### src/hw/goc_pkg.sv
package goc_pkg;
	// Register byte offsets
	localparam logic [7:0] CTRL_OFS = 8'h00;
	localparam logic [7:0] CTRL2_OFS = 8'h04;
	localparam logic [7:0] TRIMP_OFS = 8'h08;
	localparam logic [7:0] TRIMN_OFS = 8'h0c;
	localparam logic [7:0] RESULT_OFS = 8'h10;
	localparam logic [7:0] DELAY1_OFS = 8'h14;
	localparam logic [7:0] DELAY2_OFS = 8'h18;
	// converter_control fields
	localparam int CTRL_SAMPLE_BIT = 0;
	localparam int CTRL_TRIG_BIT = 1;
	localparam int CTRL_REG_EN_BIT = 2;
	localparam int CTRL_SE_BIT = 3;
	localparam int CTRL_MUTE_BIT = 4;
	localparam int CTRL_SIGN_BIT = 5;
	localparam int CTRL_CHOP_BIT = 6;
	localparam int CTRL_CHAN_LSB = 8;
	localparam int CTRL_CHAN_W = 3;
	// converter_control_second fields
	localparam int CTRL2_ATTN_BIT = 0;
	localparam int CTRL2_DELAY_EN_BIT = 1;
	// Channel that routes the battery monitor
	localparam logic [2:0] CHAN_BATTERY = 3'h4;
	// Reset values
	localparam logic [31:0] CTRL_RST = 32'h0000_0000;
	localparam logic [31:0] CTRL2_RST = 32'h0000_0000;
	localparam logic [9:0] TRIM_RST = 10'h200;
	localparam logic [9:0] MID_LOW = 10'h1ff;
	localparam logic [9:0] MID_HIGH = 10'h200;
	// delay_timing_first: [7:0] regulator delay, [15:8] trigger delay
	// delay_timing_second: [7:0] sampling delay; unit is 1/8 us
	localparam logic [15:0] DELAY1_RST = 16'h1000;
	localparam logic [7:0] DELAY2_RST = 8'h08;
	localparam int DELAY_STEP_NS = 125;
	// Timing
	localparam int CLK_NS = 25;
	localparam int DELAY_STEP_CYC = (DELAY_STEP_NS + CLK_NS - 1) / CLK_NS;
	localparam int SETTLE_NS = 1000;
	localparam int SETTLE_CYC = (SETTLE_NS + CLK_NS - 1) / CLK_NS;
	localparam int CLK_PS = CLK_NS * 1000;
	localparam int CONV_PS = 62500;
	localparam int CONV_CYC = (CONV_PS + CLK_PS - 1) / CLK_PS;
	localparam logic [1:0] RESP_OKAY = 2'b00;
	localparam logic [1:0] RESP_SLVERR = 2'b10;
	localparam logic [31:0] READ_DEFAULT = 32'h0000_0000;
endpackage

### src/hw/goc_converter_control.sv
`timescale 1ns/1ps
module goc_converter_control (
	input wire logic clock,
	input wire logic reset,
	input wire logic [7:0] s_axi_awaddr,
	input wire logic s_axi_awvalid,
	output logic s_axi_awready,
	input wire logic [31:0] s_axi_wdata,
	input wire logic [3:0] s_axi_wstrb,
	input wire logic s_axi_wvalid,
	output logic s_axi_wready,
	output logic [1:0] s_axi_bresp,
	output logic s_axi_bvalid,
	input wire logic s_axi_bready,
	input wire logic [7:0] s_axi_araddr,
	input wire logic s_axi_arvalid,
	output logic s_axi_arready,
	output logic [31:0] s_axi_rdata,
	output logic [1:0] s_axi_rresp,
	output logic s_axi_rvalid,
	input wire logic s_axi_rready,
	input wire logic [9:0] rawCode,
	output logic regulatorEnable,
	output logic samplingEnable,
	output logic convertStrobe,
	output logic inputCenterMute,
	output logic polarityInvert,
	output logic tripleRangeAttenuator,
	output logic singleEndedSelect,
	output logic [2:0] channelSelect,
	output logic [9:0] positiveOffsetTrim,
	output logic [9:0] negativeOffsetTrim
);
	typedef enum {ST_IDLE, ST_WAIT, ST_SETTLE, ST_CONV, ST_CHOP} goc_state_t;

	logic [31:0] ctrl_reg, ctrl_next;
	logic [1:0] ctrl2_reg, ctrl2_next;
	logic [9:0] trimP_reg, trimP_next, trimN_reg, trimN_next;
	logic [9:0] result_reg, result_next;
	logic [15:0] delay1_reg, delay1_next;
	logic [7:0] delay2_reg, delay2_next;
	logic awHeld_reg, awHeld_next, wHeld_reg, wHeld_next;
	logic [7:0] awAddr_reg, awAddr_next;
	logic [31:0] wData_reg, wData_next;
	logic [3:0] wStrb_reg, wStrb_next;
	logic bValid_reg, bValid_next, rValid_reg, rValid_next;
	logic [1:0] bResp_reg, bResp_next, rResp_reg, rResp_next;
	logic [31:0] rData_reg, rData_next;
	goc_state_t state_reg, state_next;
	logic [15:0] cnt_reg, cnt_next;
	logic [11:0] dly_reg, dly_next;
	logic dlyRun_reg, dlyRun_next;
	logic [9:0] first_reg, first_next;
	logic [2:0] lastChan_reg, lastChan_next;
	logic strobe_reg, strobe_next;
	logic regOut_reg, regOut_next, sampOut_reg, sampOut_next;
	logic invOut_reg, invOut_next;
	logic attn_reg, attn_next;
	logic awReady_reg, awReady_next, wReady_reg, wReady_next, arReady_reg, arReady_next;

	logic doWrite, trigWrite, attnOn, chanChange;
	logic [31:0] merged;
	logic [10:0] chopSum;
	logic [9:0] signedCode;

	assign doWrite = awHeld_reg && wHeld_reg && !bValid_reg;
	assign attnOn = ctrl2_reg[goc_pkg::CTRL2_ATTN_BIT]
		|| (ctrl_reg[goc_pkg::CTRL_CHAN_LSB +: goc_pkg::CTRL_CHAN_W] == goc_pkg::CHAN_BATTERY);
	assign chanChange = ctrl_reg[goc_pkg::CTRL_CHAN_LSB +: goc_pkg::CTRL_CHAN_W] != lastChan_reg;
	// Registered from next values so outputs line up with the registers behind them
	assign attn_next = ctrl2_next[goc_pkg::CTRL2_ATTN_BIT]
		|| (ctrl_next[goc_pkg::CTRL_CHAN_LSB +: goc_pkg::CTRL_CHAN_W] == goc_pkg::CHAN_BATTERY);
	assign awReady_next = !awHeld_next;
	assign wReady_next = !wHeld_next;
	assign arReady_next = !rValid_next;
	// Output sign flip restores orientation of an inverted sample
	assign signedCode = invOut_reg ? ~rawCode : rawCode;
	// Sum of two opposite samples cancels offset; LSB dropped to 10 bits
	assign chopSum = {1'b0, first_reg} + {1'b0, signedCode};

	always_comb begin
		merged = ctrl_reg;
		for (int i = 0; i < 4; i++) begin
			if (wStrb_reg[i]) begin
				merged[i*8 +: 8] = wData_reg[i*8 +: 8];
			end
		end
	end

	assign trigWrite = doWrite && awAddr_reg == goc_pkg::CTRL_OFS
		&& merged[goc_pkg::CTRL_TRIG_BIT] && !ctrl_reg[goc_pkg::CTRL_TRIG_BIT];

	// Bus slave
	always_comb begin
		awHeld_next = awHeld_reg;
		wHeld_next = wHeld_reg;
		awAddr_next = awAddr_reg;
		wData_next = wData_reg;
		wStrb_next = wStrb_reg;
		bValid_next = bValid_reg;
		bResp_next = bResp_reg;
		rValid_next = rValid_reg;
		rResp_next = rResp_reg;
		rData_next = rData_reg;
		if (s_axi_awvalid && !awHeld_reg) begin
			awHeld_next = 1'b1;
			awAddr_next = s_axi_awaddr;
		end
		if (s_axi_wvalid && !wHeld_reg) begin
			wHeld_next = 1'b1;
			wData_next = s_axi_wdata;
			wStrb_next = s_axi_wstrb;
		end
		if (doWrite) begin
			bValid_next = 1'b1;
			bResp_next = (awAddr_reg <= goc_pkg::DELAY2_OFS && awAddr_reg[1:0] == 2'b00
				&& awAddr_reg != goc_pkg::RESULT_OFS) ? goc_pkg::RESP_OKAY : goc_pkg::RESP_SLVERR;
		end
		if (bValid_reg && s_axi_bready) begin
			bValid_next = 1'b0;
			awHeld_next = 1'b0;
			wHeld_next = 1'b0;
		end
		if (s_axi_arvalid && !rValid_reg) begin
			rValid_next = 1'b1;
			rResp_next = goc_pkg::RESP_OKAY;
			case (s_axi_araddr)
				goc_pkg::CTRL_OFS: rData_next = ctrl_reg;
				goc_pkg::CTRL2_OFS: rData_next = {30'h0, ctrl2_reg};
				goc_pkg::TRIMP_OFS: rData_next = {22'h0, trimP_reg};
				goc_pkg::TRIMN_OFS: rData_next = {22'h0, trimN_reg};
				goc_pkg::RESULT_OFS: rData_next = {22'h0, result_reg};
				goc_pkg::DELAY1_OFS: rData_next = {16'h0, delay1_reg};
				goc_pkg::DELAY2_OFS: rData_next = {24'h0, delay2_reg};
				default: begin
					rData_next = goc_pkg::READ_DEFAULT;
					rResp_next = goc_pkg::RESP_SLVERR;
				end
			endcase
		end else if (rValid_reg && s_axi_rready) begin
			rValid_next = 1'b0;
		end
	end

	// Register file and conversion sequencer
	always_comb begin
		ctrl_next = ctrl_reg;
		ctrl2_next = ctrl2_reg;
		trimP_next = trimP_reg;
		trimN_next = trimN_reg;
		delay1_next = delay1_reg;
		delay2_next = delay2_reg;
		result_next = result_reg;
		state_next = state_reg;
		cnt_next = cnt_reg;
		dly_next = dly_reg;
		dlyRun_next = dlyRun_reg;
		first_next = first_reg;
		strobe_next = 1'b0;
		lastChan_next = ctrl_reg[goc_pkg::CTRL_CHAN_LSB +: goc_pkg::CTRL_CHAN_W];
		invOut_next = invOut_reg;
		if (doWrite) begin
			case (awAddr_reg)
				goc_pkg::CTRL_OFS: ctrl_next = merged;
				goc_pkg::CTRL2_OFS: if (wStrb_reg[0]) ctrl2_next = wData_reg[1:0];
				goc_pkg::TRIMP_OFS: trimP_next = wData_reg[9:0];
				goc_pkg::TRIMN_OFS: trimN_next = wData_reg[9:0];
				goc_pkg::DELAY1_OFS: delay1_next = wData_reg[15:0];
				goc_pkg::DELAY2_OFS: delay2_next = wData_reg[7:0];
				default: ;
			endcase
		end
		if (!ctrl2_next[goc_pkg::CTRL2_DELAY_EN_BIT]) begin
			dly_next = 12'h000;
			dlyRun_next = 1'b0;
		end else if (trigWrite) begin
			dlyRun_next = 1'b1;
		end else if (dlyRun_reg && dly_reg != 12'hfff) begin
			dly_next = dly_reg + 12'h001;
		end
		if (chanChange && state_reg == ST_SETTLE) begin
			cnt_next = 16'h0000;
		end
		case (state_reg)
			ST_IDLE: begin
				// Next value, so a sign written with the trigger applies to that conversion
				invOut_next = ctrl_next[goc_pkg::CTRL_SIGN_BIT];
				if (trigWrite) begin
					state_next = ST_WAIT;
					cnt_next = 16'h0000;
				end
			end
			ST_WAIT: begin
				// Trigger is held off by its programmed delay when delay counting is on
				if (!ctrl2_reg[goc_pkg::CTRL2_DELAY_EN_BIT]
					|| dly_reg >= 12'(delay1_reg[15:8]) * 12'(goc_pkg::DELAY_STEP_CYC)) begin
					state_next = attnOn ? ST_SETTLE : ST_CONV;
					cnt_next = 16'h0000;
				end
			end
			ST_SETTLE: begin
				if (!chanChange) begin
					cnt_next = cnt_reg + 16'h0001;
				end
				if (cnt_reg >= 16'(goc_pkg::SETTLE_CYC - 1)) begin
					state_next = ST_CONV;
					cnt_next = 16'h0000;
				end
			end
			ST_CONV: begin
				// Sampling stops here; the phase length ignores the attenuator
				strobe_next = cnt_reg == 16'h0000;
				cnt_next = cnt_reg + 16'h0001;
				if (cnt_reg >= 16'(goc_pkg::CONV_CYC - 1)) begin
					if (ctrl_reg[goc_pkg::CTRL_CHOP_BIT]) begin
						first_next = signedCode;
						invOut_next = !invOut_reg;
						state_next = attnOn ? ST_SETTLE : ST_CONV;
						cnt_next = 16'h0000;
					end else begin
						result_next = signedCode;
						ctrl_next[goc_pkg::CTRL_TRIG_BIT] = 1'b0;
						dlyRun_next = 1'b0;
						state_next = ST_IDLE;
					end
				end
			end
			ST_CHOP: state_next = ST_IDLE;
			default: state_next = ST_IDLE;
		endcase
		if (state_reg == ST_CONV && cnt_reg >= 16'(goc_pkg::CONV_CYC - 1)
			&& ctrl_reg[goc_pkg::CTRL_CHOP_BIT] && invOut_reg != ctrl_reg[goc_pkg::CTRL_SIGN_BIT]) begin
			result_next = chopSum[10:1];
			ctrl_next[goc_pkg::CTRL_TRIG_BIT] = 1'b0;
			dlyRun_next = 1'b0;
			invOut_next = ctrl_reg[goc_pkg::CTRL_SIGN_BIT];
			state_next = ST_IDLE;
		end
	end

	// Delayed control outputs
	always_comb begin
		regOut_next = ctrl_reg[goc_pkg::CTRL_REG_EN_BIT];
		sampOut_next = ctrl_reg[goc_pkg::CTRL_SAMPLE_BIT] && state_reg != ST_CONV;
		if (ctrl2_reg[goc_pkg::CTRL2_DELAY_EN_BIT]) begin
			regOut_next = regOut_next
				&& dly_reg >= 12'(delay1_reg[7:0]) * 12'(goc_pkg::DELAY_STEP_CYC);
			sampOut_next = sampOut_next
				&& dly_reg >= 12'(delay2_reg) * 12'(goc_pkg::DELAY_STEP_CYC);
		end
	end

	always_ff @(posedge clock or posedge reset) begin
		if (reset) begin
			ctrl_reg <= goc_pkg::CTRL_RST;
			ctrl2_reg <= goc_pkg::CTRL2_RST[1:0];
			trimP_reg <= goc_pkg::TRIM_RST;
			trimN_reg <= goc_pkg::TRIM_RST;
			result_reg <= goc_pkg::MID_HIGH;
			delay1_reg <= goc_pkg::DELAY1_RST;
			delay2_reg <= goc_pkg::DELAY2_RST;
			awHeld_reg <= 1'b0;
			wHeld_reg <= 1'b0;
			awAddr_reg <= 8'h00;
			wData_reg <= 32'h0000_0000;
			wStrb_reg <= 4'h0;
			bValid_reg <= 1'b0;
			bResp_reg <= goc_pkg::RESP_OKAY;
			rValid_reg <= 1'b0;
			rResp_reg <= goc_pkg::RESP_OKAY;
			rData_reg <= 32'h0000_0000;
			state_reg <= ST_IDLE;
			cnt_reg <= 16'h0000;
			dly_reg <= 12'h000;
			dlyRun_reg <= 1'b0;
			first_reg <= goc_pkg::MID_LOW;
			lastChan_reg <= 3'h0;
			strobe_reg <= 1'b0;
			regOut_reg <= 1'b0;
			sampOut_reg <= 1'b0;
			invOut_reg <= 1'b0;
			attn_reg <= 1'b0;
			awReady_reg <= 1'b1;
			wReady_reg <= 1'b1;
			arReady_reg <= 1'b1;
		end else begin
			ctrl_reg <= ctrl_next;
			ctrl2_reg <= ctrl2_next;
			trimP_reg <= trimP_next;
			trimN_reg <= trimN_next;
			result_reg <= result_next;
			delay1_reg <= delay1_next;
			delay2_reg <= delay2_next;
			awHeld_reg <= awHeld_next;
			wHeld_reg <= wHeld_next;
			awAddr_reg <= awAddr_next;
			wData_reg <= wData_next;
			wStrb_reg <= wStrb_next;
			bValid_reg <= bValid_next;
			bResp_reg <= bResp_next;
			rValid_reg <= rValid_next;
			rResp_reg <= rResp_next;
			rData_reg <= rData_next;
			state_reg <= state_next;
			cnt_reg <= cnt_next;
			dly_reg <= dly_next;
			dlyRun_reg <= dlyRun_next;
			first_reg <= first_next;
			lastChan_reg <= lastChan_next;
			strobe_reg <= strobe_next;
			regOut_reg <= regOut_next;
			sampOut_reg <= sampOut_next;
			invOut_reg <= invOut_next;
			attn_reg <= attn_next;
			awReady_reg <= awReady_next;
			wReady_reg <= wReady_next;
			arReady_reg <= arReady_next;
		end
	end

	assign s_axi_awready = awReady_reg;
	assign s_axi_wready = wReady_reg;
	assign s_axi_bvalid = bValid_reg;
	assign s_axi_bresp = bResp_reg;
	assign s_axi_arready = arReady_reg;
	assign s_axi_rvalid = rValid_reg;
	assign s_axi_rresp = rResp_reg;
	assign s_axi_rdata = rData_reg;
	assign regulatorEnable = regOut_reg;
	assign samplingEnable = sampOut_reg;
	assign convertStrobe = strobe_reg;
	assign inputCenterMute = ctrl_reg[goc_pkg::CTRL_MUTE_BIT];
	assign polarityInvert = invOut_reg;
	assign tripleRangeAttenuator = attn_reg;
	assign singleEndedSelect = ctrl_reg[goc_pkg::CTRL_SE_BIT];
	assign channelSelect = ctrl_reg[goc_pkg::CTRL_CHAN_LSB +: goc_pkg::CTRL_CHAN_W];
	assign positiveOffsetTrim = trimP_reg;
	assign negativeOffsetTrim = trimN_reg;
endmodule

### config.mk
export PLATFORM = sky130hd
export DESIGN_NAME = goc_converter_control
export DESIGN_NICKNAME = d
export VERILOG_FILES = /design/src/hw/goc_pkg.sv /design/src/hw/goc_converter_control.sv
export SDC_FILE = /design/constraint.sdc
export NUM_CORES = 1
export LEC_CHECK = 0
export BUFFER_PORTS_ARGS = -buffer_cell sky130_fd_sc_hd__buf_2
export CAP_MARGIN = 40
export CORE_MARGIN = 4
export CORE_UTILIZATION = 30
export DETAILED_ROUTE_END_ITERATION = 12
export PLACE_DENSITY_LB_ADDON = 0.15
export RECOVER_POWER = 25
export SETUP_SLACK_MARGIN = 0.02
export SLEW_MARGIN = 0
export SYNTH_ARGS = -nofsm -noshare
export SYNTH_HDL_FRONTEND = slang
export SYNTH_SLANG_ARGS = --single-unit
export TNS_END_PERCENT = 5
### constraint.sdc
create_clock -name clock -period 8.5 [get_ports clock]
set_input_delay 2.125 -clock clock [delete_from_list [all_inputs] [get_ports clock]]
set_output_delay 2.125 -clock clock [all_outputs]
set_load 0.005 [all_outputs]
==> results of run 1 <==
[layer usage]
| layer | wire length (um) | vias to the layer above | GRT usage, % | part of all wire (%) |
|---|---|---|---|---|
| li1 | - | 4035 | - | - |
| met1 | 14400 | 4038 | 20.8 | 46 |
| met4 | 361 | 0 | 2.97 | 1.1 |
| met3 | 1430 | 23 | 2.47 | 4.5 |
| met5 | 0 | - | 0 | 0 |
| met2 | 15400 | 105 | 24.9 | 49 |
[report_power, final]
group,total [uW],internal [uW],switching (uW)
registers,1510,1280,229
clock network,1150,706,447
logic,827,427,400
total,3490,2410,1080
[final timing paths]
path / end / slack, ps
setup reg to reg: cnt_reg[8] / 4570
setup / recovery: first_reg[0] / 3570
min in group asynchronous: s_axi_rdata[17] / 2820
hold reg to reg: s_axi_rdata[30] / 480
hold / removal: s_axi_rdata[30] / 480
max in group clock: s_axi_rdata[8] / 4310
[worst register-to-register path: stages (launching register included)]
cell,delay (ps)
sky130_fd_sc_hd__dfrtp_1,430
sky130_fd_sc_hd__ha_1,300
sky130_fd_sc_hd__ha_1,160
sky130_fd_sc_hd__inv_1,60
sky130_fd_sc_hd__fa_1,400
sky130_fd_sc_hd__inv_1,70
sky130_fd_sc_hd__a21oi_1,60
sky130_fd_sc_hd__o21bai_1,210
sky130_fd_sc_hd__a21o_1,150
sky130_fd_sc_hd__a21oi_1,70
sky130_fd_sc_hd__xor2_1,150
sky130_fd_sc_hd__ha_1,310
sky130_fd_sc_hd__nand3_1,110
sky130_fd_sc_hd__a21o_1,170
sky130_fd_sc_hd__a31oi_1,410
sky130_fd_sc_hd__o32ai_2,140
sky130_fd_sc_hd__buf_4,230
sky130_fd_sc_hd__o21bai_1,180
sky130_fd_sc_hd__a21bo_2,210
[per-stage QoR]
| stage | cells | power, uW | setup slack, ps | util [%] |
|---|---|---|---|---|
| global placement | 1670 | 2360 | 3870 | 33.9 |
| CTS | 1724 | 3550 | 4300 | 36.4 |
| floorplan | 1058 | 2070 | 325 | - |
| finish | 1724 | 3490 | 3570 | 36.3 |
| detailed placement | 1675 | 2370 | 3730 | 34.1 |
| global route | 1724 | 3730 | 2820 | 36.3 |
[cells in the mapped netlist (5+ instances only)]
master	n	area share, %
sky130_fd_sc_hd__mux2i_1	12	1.0
sky130_fd_sc_hd__nand2b_1	7	0.38
sky130_fd_sc_hd__ha_1	82	8.8
sky130_fd_sc_hd__nand3_1	28	1.2
sky130_fd_sc_hd__a21oi_1	41	1.8
sky130_fd_sc_hd__a211oi_1	5	0.32
sky130_fd_sc_hd__a21o_1	19	1.2
sky130_fd_sc_hd__or3_1	5	0.27
sky130_fd_sc_hd__xnor2_1	25	1.9
sky130_fd_sc_hd__xor2_1	24	1.8
sky130_fd_sc_hd__nand4_1	10	0.54
sky130_fd_sc_hd__a22oi_1	16	1.0
sky130_fd_sc_hd__inv_1	53	1.7
sky130_fd_sc_hd__nor2b_1	11	0.59
sky130_fd_sc_hd__nand2_1	101	3.3
sky130_fd_sc_hd__mux2_2	128	12
sky130_fd_sc_hd__and3_1	6	0.32
sky130_fd_sc_hd__dfrtp_1	205	44
sky130_fd_sc_hd__o21ai_0	78	3.4
sky130_fd_sc_hd__nor3_1	17	0.73
sky130_fd_sc_hd__dfstp_2	17	3.8
sky130_fd_sc_hd__nor2_1	40	1.3
sky130_fd_sc_hd__o21bai_1	8	0.52
sky130_fd_sc_hd__a31oi_1	6	0.32
sky130_fd_sc_hd__or4_1	7	0.45
sky130_fd_sc_hd__clkbuf_1	31	1.0
sky130_fd_sc_hd__o211ai_1	6	0.39
sky130_fd_sc_hd__buf_4	5	0.32
[kinds of logic (layout without fill, tap and decap cells)]
| group | after synthesis | in the layout |
|---|---|---|
| compound gates | 207 | 207 |
| xor+xnor | 49 | 49 |
| fa+ha+maj | 86 | 86 |
| buf+inv | 96 | 251 |
| flops | 222 | 222 |
| mux | 144 | 144 |
| other cells | 1 | 2 |
| simple gates | 252 | 252 |
[layout make-up]
class	instances	area, um2
Fill cell	3936	24200
Multi-Input combinational cell	740	5720
Sequential cell	222	5580
Clock buffer	44	810
Timing Repair Buffer	149	786
Tap cell	511	639
Inverter	53	200
Clock inverter	5	77.6
==> insert_results.sql, run 1 <==
INSERT INTO impl_metrics (metric_group, metric, value, unit) VALUES
('synthesis', 'synth-compound-area-share', '11.0', '%'),
('sta', 'tns', '0', 'ps'),
('floorplanning', 'chipWidth', '205', 'um'),
('outcome', 'run_status', 'finished, violations left', ''),
('finish', 'finalNetCount', '1348', ''),
('sta', 'report.final.slew_viol_count', '88', ''),
('clocking', 'max-clock-path-buffers', '3', ''),
('sta', 'grt_setup_unrepaired', 'false', ''),
('clocking', 'cts_sinks', '222', ''),
('finish', 'share_of_post_route_cells_with_drive_strength_above_1', '28.3', '%'),
('worst_setup_path', 'cpMaxStageDelayCell', 'sky130_fd_sc_hd__clkinvlp_2', ''),
('clocking', 'cts_made_buffers', '27', ''),
('finish', 'layout_commonest_cell', 'sky130_fd_sc_hd__dfrtp_1', ''),
('outcome', 'violated_checks', 'capacitance limit, slew limit', ''),
('global_routing', 'grt_antenna_before_repair', '0', ''),
('clocking', 'cts.repair_timing.setup_buffer_count', '0', ''),
('synthesis', 'synth_area', '0.0116', 'mm2'),
('route', 'detailedRoute.firstIterationViolations', '316', ''),
('floorplanning', 'coreArea', '0.0380', 'mm2'),
('clocking', 'cts.clk_slew.worst_paths', '60', 'ps'),
('worst_setup_path', 'cp.depth', '4', ''),
('synthesis', 'synthSimpleGateAreaFrac', '10.5', '%'),
('global_routing', 'grt_use_total', '15.0', '%'),
('placement', 'placed_area', '0.0130', 'mm2'),
('power_and_ir_drop', 'leakagePower', '0.00661', 'uW'),
('worst_setup_path', 'critPathLaunchType', 'input pin', ''),
('clocking', 'cts.repair.resized', '0', ''),
('floorplanning', 'start_util', '30.6', '%'),
('power_and_ir_drop', 'power_density', '253', 'mW/mm2'),
('flow_run', 'max_cap_violations', '1', ''),
('floorplanning', 'floorplan.die.height', '205', 'um'),
('global_routing', 'globalRouteOverflowTotal', '0', ''),
('synthesis', 'synth.yosys.seq_area_share', '47.9', '%'),
('sta', 'hold-worst-slack', '476', 'ps'),
('global_routing', 'grt_pass1_vias', '8345', ''),
('worst_hold_path', 'hold_path_class', 'reg -> reg', ''),
('clocking', 'worst_skew_pair_later_pin_latency', '530', 'ps'),
('placement', 'placement.io_buffers', '137', ''),
('synthesis', 'post_synthesis_mean_instance_area', '11.0', 'um2'),
('worst_hold_path', 'hold-path-cell-count', '2', ''),
('route', 'num_vias', '8201', ''),
('floorplanning', 'io_pins', '140', ''),
('synthesis', 'synth_adder_area_share', '9.49', '%'),
('route', 'drc', '0', ''),
('worst_setup_path', 'setup.worst_path.start', 'reset', ''),
('clocking', 'clock-root-buffer', 'sky130_fd_sc_hd__clkbuf_16', ''),
('sta', 'timing_worst_slew_pin_value', '4070', 'ps'),
('route', 'wl_final', '31500', 'um'),
('synthesis', 'yosysWarningCount', '0', ''),
('worst_setup_path', 'crit_type', 'in -> async', ''),
('floorplanning', 'fp.dieArea', '0.0420', 'mm2'),
('finish', 'antenna_cells', '0', ''),
('route', 'detail-route-antenna-nets', '0', ''),
('synthesis', 'post_synth_num_cell_types', '61', ''),
('worst_setup_path', 'peak_fanout_along_the_critical_path', '87', ''),
('global_routing', 'first_pass_grt_wire_length', '49300', 'um'),
('route', 'detailedRoute.firstPassIterationCount', '4', ''),
('worst_setup_path', 'critPathRequiredTime', '9150', 'ps'),
('sta', 'final-hold-violation-count', '0', ''),
('sta', 'layout_worst_path_cycle_share', '58.0', '%'),
('worst_setup_path', 'critical_path.cell_chain', 'buf_2 > clkinvlp_2 > buf_4 > buf_16', ''),
('clocking', 'htree_num_levels', '1', ''),
('worst_setup_path', 'crit_family', 'buffers and inverters', ''),
('synthesis', 'count_of_mapped_cells_out_of_synthesis', '1057', ''),
('sta', 'clock_skew', '8.24', 'ps'),
('sta', 'fmaxAchievable', '0.203', 'GHz'),
('worst_setup_path', 'worst_ep_arrival_time', '5580', 'ps'),
('floorplanning', 'floorplan.rows', '71', ''),
('sta', 'finalCriticalPeriod', '4930', 'ps'),
('global_routing', 'grt_max_degree', '88', ''),
('finish', 'most-common-layout-cells', '205 x sky130_fd_sc_hd__dfrtp_1, 135 x sky130_fd_sc_hd__buf_2, 128 x sky130_fd_sc_hd__mux2_2, 101 x sky130_fd_sc_hd__nand2_1, 82 x sky130_fd_sc_hd__ha_1', '');
Power figures use the tool's default switching activity.
==> inputs of run 2 (changes only) <==
- clock period: 8.5 -> 4.05 ns (I/O delays scaled with it)
==> insert_results.sql, run 2 (synthesis gave the netlist of run 1 again) <==
INSERT INTO impl_metrics (metric_group, metric, value, unit) VALUES
('outcome', 'run_status', 'finished, violations left', ''),
('outcome', 'violated_checks', 'capacitance limit, slew limit', ''),
('worst_setup_path', 'setup.worst_path.start', 'delay1_reg[11]', ''),
('route', 'wl_final', '31500', 'um'),
('route', 'routed_via_density', '4.81', ''),
('worst_setup_path', 'rrSetupSlack', '270', 'ps'),
('power_and_ir_drop', 'vdd.ir_drop.worst', '0.280', 'mV'),
('worst_hold_path', 'worst_hold_path.endpoint', 's_axi_rdata[12]', ''),
('worst_hold_path', 'hold_path_class', 'reg -> reg', ''),
('placement', 'place_congestion', '0.761', ''),
('finish', 'share_of_post_route_cells_with_drive_strength_above_1', '29.3', '%'),
('floorplanning', 'floorplan.rows', '71', ''),
('route', 'drc', '0', ''),
('power_and_ir_drop', 'leakagePower', '0.00670', 'uW'),
('sta', 'grt_setup_unrepaired', 'false', ''),
('clocking', 'htree_num_levels', '1', ''),
('worst_setup_path', 'critPathLaunchType', 'flip-flop', ''),
('clocking', 'cts_made_buffers', '27', ''),
('worst_setup_path', 'crit_type', 'reg -> reg', ''),
('placement', 'placement.io_buffers', '137', ''),
('clocking', 'cts.clk_slew.worst_paths', '60', 'ps'),
('sta', 'clock_skew', '18.7', 'ps'),
('worst_setup_path', 'worst_r2r_path_depth', '18', ''),
('clocking', 'cts.repair.resized', '0', ''),
('sta', 'report.final.slew_viol_count', '106', ''),
('floorplanning', 'io_pins', '140', ''),
('route', 'routed_wl_per_cell', '18.2', 'um'),
('floorplanning', 'chipWidth', '205', 'um'),
('placement', 'hpwlAfterDp', '23400', 'um'),
('global_routing', 'grt_use_total', '15.0', '%'),
('sta', 'max_slew_margin', '-31.2', '%'),
('floorplanning', 'start_util', '30.6', '%'),
('route', 'detailedRoute.firstIterationViolations', '372', ''),
('sta', 'timing_worst_slew_pin_value', '1970', 'ps'),
('global_routing', 'grt_pass1_vias', '8547', ''),
('finish', 'antenna_cells', '0', ''),
('finish', 'most-common-layout-cells', '205 x sky130_fd_sc_hd__dfrtp_1, 134 x sky130_fd_sc_hd__buf_2, 128 x sky130_fd_sc_hd__mux2_2, 101 x sky130_fd_sc_hd__nand2_1, 82 x sky130_fd_sc_hd__ha_1', ''),
('sta', 'final-setup-viol-count', '0', ''),
('global_routing', 'grt_antenna_before_repair', '0', ''),
('global_routing', 'globalRouteOverflowTotal', '0', ''),
('clocking', 'clock_tree_from_tritoncts', 'yes', ''),
('finish', 'area_delta_synth_final', '19.7', '%'),
('floorplanning', 'fp.dieArea', '0.0420', 'mm2'),
('floorplanning', 'coreArea', '0.0380', 'mm2'),
('floorplanning', 'floorplan.die.height', '205', 'um'),
('finish', 'layout_commonest_cell', 'sky130_fd_sc_hd__dfrtp_1', ''),
('finish', 'finalNetCount', '1354', ''),
('power_and_ir_drop', 'power_density', '537', 'mW/mm2'),
('sta', 'hold-worst-slack', '471', 'ps'),
('clocking', 'cts_sinks', '222', ''),
('worst_hold_path', 'hold_start', 's_axi_rdata[12]', ''),
('flow_run', 'max_cap_violations', '2', ''),
('clocking', 'worst_skew_pair_later_pin_latency', '540', 'ps'),
('clocking', 'clock-root-buffer', 'sky130_fd_sc_hd__clkbuf_16', ''),
('worst_setup_path', 'critical_path_end_type', 'flip-flop', ''),
('worst_setup_path', 'peak_fanout_along_the_critical_path', '18', ''),
('sta', 'fmaxAchievable', '0.264', 'GHz'),
('clocking', 'max-clock-path-buffers', '3', ''),
('worst_setup_path', 'r2r_start', 'delay1_reg[11]', ''),
('worst_setup_path', 'worst_ep_arrival_time', '4210', 'ps'),
('global_routing', 'grt_max_degree', '63', ''),
('worst_setup_path', 'rr_endpoint', 'cnt_reg[8]', ''),
('worst_setup_path', 'critPathRequiredTime', '4480', 'ps'),
('route', 'num_vias', '8329', ''),
('route', 'detail-route-antenna-nets', '0', ''),
('sta', 'finalCriticalPeriod', '3780', 'ps'),
('sta', 'final-hold-violation-count', '0', ''),
('sta', 'tns', '0', 'ps'),
('sta', 'layout_worst_path_cycle_share', '93.4', '%'),
('global_routing', 'first_pass_grt_wire_length', '49800', 'um'),
('worst_hold_path', 'hold-path-cell-count', '2', ''),
('clocking', 'cts.repair_timing.setup_buffer_count', '0', ''),
('route', 'detailedRoute.firstPassIterationCount', '5', ''),
('clocking', 'cts_hold_buffers', '0', '');
-- run 2: cell count changes in the layout (fill, tap and decap cells not counted), sizes merged --
cell          delta
dlymetal6s4s     +1
clkbuf           -2
bufinv           +1
buf              +4
inv              +1
clkinv           +2
-- run 2: metal layers --
layer	vias to the layer above	wire length, um	global-route usage (%)
li1	4067	-	-
met1	4122	14600	20.7
met2	117	15300	25.1
met3	23	1290	2.64
met4	0	286	2.39
met5	-	0	0
-- run 2: worst max-delay path by stage --
stage / slack (ps) / cells past startpoint / end
2_1_floorplan: 160 / 1 / awAddr_reg[0]
3_3_place_gp: 350 / 18 / cnt_reg[8]
3_5_place_dp: 310 / 18 / cnt_reg[8]
4_1_cts: 280 / 18 / cnt_reg[8]
5_1_grt: 40 / 18 / cnt_reg[8]
6_report: 270 / 18 / cnt_reg[8]
-- run 2: where the power goes --
group	switching [uW]	internal, uW	total [uW]
sequential	475	2690	3160
combinational	839	905	1740
clock	957	1630	2580
-- run 2: final cells by class --
| cell class | count | area, um2 |
|---|---|---|
| clock buffer | 41 | 848 |
| clock inverter | 9 | 126 |
| fill | 3860 | 24100 |
| inverter | 53 | 200 |
| multi-input combinational | 740 | 5710 |
| sequential | 222 | 5580 |
| tap | 511 | 639 |
| timing repair buffer | 155 | 837 |
-- run 2: worst max-delay path: stages, from the launching register on --
cell and delay, ps:
sky130_fd_sc_hd__dfrtp_1 420, sky130_fd_sc_hd__ha_1 300, sky130_fd_sc_hd__ha_1 160, sky130_fd_sc_hd__inv_1 50, sky130_fd_sc_hd__fa_1 390, sky130_fd_sc_hd__inv_1 70
sky130_fd_sc_hd__a21oi_1 60, sky130_fd_sc_hd__o21bai_1 200, sky130_fd_sc_hd__a21o_1 140, sky130_fd_sc_hd__a21oi_1 80, sky130_fd_sc_hd__xor2_1 150, sky130_fd_sc_hd__ha_1 310
sky130_fd_sc_hd__nand3_1 90, sky130_fd_sc_hd__nor4_1 320, sky130_fd_sc_hd__a211o_1 210, sky130_fd_sc_hd__o32ai_2 90, sky130_fd_sc_hd__buf_4 220, sky130_fd_sc_hd__o21bai_1 180
sky130_fd_sc_hd__a21bo_2 210
-- run 2: metrics by stage --
| step | worst slack [ps] | cell area (um2) | util, % | power [uW] | std cells |
|---|---|---|---|---|---|
| final | 266 | 13900 | 36.7 | 7490 | 1731 |
| after global routing | 44.8 | 13900 | 36.7 | 7990 | 1731 |
| after CTS | 285 | 14000 | 36.8 | 7640 | 1731 |
| after detailed placement | 306 | 13000 | 34.2 | 4990 | 1681 |
| after floorplan | 155 | 11700 | - | 4340 | 1058 |
| after global placement | 347 | 13000 | 34.1 | 4960 | 1678 |
==> inputs of run 3 (changes only) <==
- CORE_UTILIZATION: 30 -> 40
==> insert_results.sql, run 3 (synthesis gave the netlist of run 1 again) <==
INSERT INTO impl_metrics (metric_group, metric, value, unit) VALUES
('worst_setup_path', 'rr_endpoint', 'cnt_reg[8]', ''),
('route', 'num_vias', '8351', ''),
('floorplanning', 'fp.dieArea', '0.0319', 'mm2'),
('global_routing', 'first_pass_grt_wire_length', '46400', 'um'),
('worst_setup_path', 'critPathLaunchType', 'flip-flop', ''),
('sta', 'hold-worst-slack', '389', 'ps'),
('power_and_ir_drop', 'vdd.ir_drop.worst', '0.287', 'mV'),
('floorplanning', 'floorplan.die.height', '179', 'um'),
('sta', 'clock_skew', '11.1', 'ps'),
('worst_setup_path', 'peak_fanout_along_the_critical_path', '18', ''),
('placement', 'hpwlAfterDp', '21300', 'um'),
('clocking', 'cts.repair_timing.setup_buffer_count', '0', ''),
('finish', 'share_of_post_route_cells_with_drive_strength_above_1', '29.2', '%'),
('global_routing', 'grt_max_degree', '54', ''),
('clocking', 'cts.repair.resized', '0', ''),
('clocking', 'cts.clk_slew.worst_paths', '60', 'ps'),
('worst_setup_path', 'worst_ep_arrival_time', '4180', 'ps'),
('finish', 'finalNetCount', '1353', ''),
('finish', 'fillCellCount', '2730', ''),
('placement', 'placed_area', '0.0129', 'mm2'),
('power_and_ir_drop', 'leakagePower', '0.00663', 'uW'),
('finish', 'area_delta_synth_final', '17.2', '%'),
('worst_setup_path', 'crit_type', 'reg -> reg', ''),
('global_routing', 'met1_usage', '26.8', '%'),
('finish', 'layout_commonest_cell', 'sky130_fd_sc_hd__dfrtp_1', ''),
('floorplanning', 'floorplan.rows', '62', ''),
('global_routing', 'use_met3', '2.19', '%'),
('floorplanning', 'io_pins', '140', ''),
('finish', 'layout.area.seq', '0.00558', 'mm2'),
('sta', 'finalCriticalPeriod', '3770', 'ps'),
('clocking', 'clock_tree_from_tritoncts', 'yes', ''),
('route', 'wl_final', '28700', 'um'),
('power_and_ir_drop', 'power_density', '525', 'mW/mm2'),
('sta', 'grt_setup_unrepaired', 'false', ''),
('clocking', 'cts_made_buffers', '25', ''),
('global_routing', 'groute.layer.met2.usage', '29.5', '%'),
('clocking', 'clock-root-buffer', 'sky130_fd_sc_hd__clkbuf_16', ''),
('outcome', 'run_status', 'finished, violations left', ''),
('floorplanning', 'coreArea', '0.0287', 'mm2'),
('sta', 'final-hold-violation-count', '0', ''),
('route', 'detailedRoute.firstPassIterationCount', '5', ''),
('placement', 'place_congestion', '0.839', ''),
('route', 'detail-route-antenna-nets', '0', ''),
('sta', 'fmaxAchievable', '0.265', 'GHz'),
('sta', 'max_slew_margin', '-81.1', '%'),
('worst_setup_path', 'worst_r2r_path_depth', '18', ''),
('sta', 'final-setup-viol-count', '0', ''),
('global_routing', 'grt_pass1_vias', '8276', ''),
('finish', 'most-common-layout-cells', '205 x sky130_fd_sc_hd__dfrtp_1, 136 x sky130_fd_sc_hd__buf_2, 128 x sky130_fd_sc_hd__mux2_2, 101 x sky130_fd_sc_hd__nand2_1, 82 x sky130_fd_sc_hd__ha_1', ''),
('sta', 'report.final.slew_viol_count', '83', ''),
('clocking', 'max-clock-path-buffers', '3', ''),
('floorplanning', 'start_util', '40.6', '%'),
('route', 'drc', '0', ''),
('global_routing', 'grt_use_total', '18.3', '%'),
('floorplanning', 'chipWidth', '179', 'um'),
('clocking', 'cts_hold_buffers', '0', ''),
('route', 'routed_wl_per_cell', '17.9', 'um'),
('placement', 'post-place-ws', '281', 'ps'),
('route', 'detailedRoute.firstIterationViolations', '514', ''),
('global_routing', 'globalRouteOverflowTotal', '0', ''),
('global_routing', 'grt_most_used_layer', 'met2', ''),
('global_routing', 'grt_antenna_before_repair', '0', ''),
('worst_setup_path', 'critical_path_end_type', 'flip-flop', ''),
('worst_setup_path', 'r2r_start', 'delay1_reg[11]', ''),
('worst_setup_path', 'rrSetupSlack', '280', 'ps'),
('finish', 'final_area', '0.0136', 'mm2'),
('flow_run', 'max_cap_violations', '2', ''),
('sta', 'worst_slack', '277', 'ps'),
('finish', 'multiInputGateArea', '0.00573', 'mm2'),
('sta', 'tns', '0', 'ps'),
('clocking', 'cts_sinks', '222', ''),
('clocking', 'worst_skew_pair_later_pin_latency', '530', 'ps'),
('sta', 'layout_worst_path_cycle_share', '93.2', '%'),
('worst_hold_path', 'hold_path_class', 'in -> async', ''),
('worst_setup_path', 'critPathRequiredTime', '4460', 'ps'),
('sta', 'timing_worst_slew_pin_value', '2720', 'ps'),
('placement', 'placement.io_buffers', '137', ''),
('outcome', 'violated_checks', 'capacitance limit, slew limit', ''),
('clocking', 'htree_num_levels', '1', ''),
('finish', 'antenna_cells', '0', ''),
('route', 'routed_via_density', '5.22', '');
-- run 3: changes by cell type in the layout (fill, tap and decap cells not counted), sizes merged --
cell          previous run  this run
dlymetal6s4s             1         0
bufinv                   3         1
buf                    148       151
clkinv                   4         8
clkbuf                  47        40
clkinvlp                 2         1
-- run 3: metal layers --
| layer | wire length, um | part of all wire [%] |
|---|---|---|
| met1 | 13600 | 47 |
| met3 | 1030 | 3.6 |
| met4 | 443 | 1.5 |
| met2 | 13600 | 47 |
| met5 | 0 | 0 |
-- run 3: where the power goes --
group | switching, uW | internal, uW
combinational | 854 | 913
clock | 924 | 1330
sequential | 453 | 2690
total | 2230 | 4930
-- run 3: worst max path at each step --
| stage | start | to | slack (ps) | cells after the start |
|---|---|---|---|---|
| finish | delay1_reg[11] | cnt_reg[8] | 280 | 18 |
| global route | delay1_reg[11] | cnt_reg[8] | 20 | 18 |
| CTS | delay1_reg[11] | cnt_reg[8] | 260 | 18 |
| detailed placement | delay1_reg[11] | cnt_reg[8] | 280 | 18 |
| global placement | delay1_reg[11] | cnt_reg[8] | 370 | 18 |
| floorplan | reset | awAddr_reg[0] | 160 | 1 |
-- run 3: through the flow --
step           total power, uW  util (%)  instances
6_report                  7160      47.6       1600
2_1_floorplan             4340         -       1058
4_1_cts                   7250      47.8       1600
3_5_place_dp              4950      44.9       1555
5_1_grt                   7640      47.6       1600
3_3_place_gp              4910      44.7       1553
-- run 3: layout make-up --
cell class,count,share of cell area (%)
repair buffers,156,6.11
well taps,384,3.52
multi-input cells,740,42.0
clock inverters,10,0.715
clock buffers,35,5.37
flip-flops and latches,222,40.9
inverters,53,1.47
-- run 3: worst max-delay path, cell delays in order, from the launching register on --
cell	delay, ps
sky130_fd_sc_hd__dfrtp_1	410
sky130_fd_sc_hd__ha_1	290
sky130_fd_sc_hd__ha_1	160
sky130_fd_sc_hd__inv_1	50
sky130_fd_sc_hd__fa_1	410
sky130_fd_sc_hd__inv_1	80
sky130_fd_sc_hd__a21oi_1	70
sky130_fd_sc_hd__o21bai_1	210
sky130_fd_sc_hd__a21o_1	160
sky130_fd_sc_hd__a21oi_1	70
sky130_fd_sc_hd__xor2_1	150
sky130_fd_sc_hd__ha_1	310
sky130_fd_sc_hd__nand3_1	110
sky130_fd_sc_hd__nor4_2	300
sky130_fd_sc_hd__a211o_1	190
sky130_fd_sc_hd__o32ai_2	80
sky130_fd_sc_hd__buf_4	220
sky130_fd_sc_hd__o21bai_1	180
sky130_fd_sc_hd__a21bo_2	210
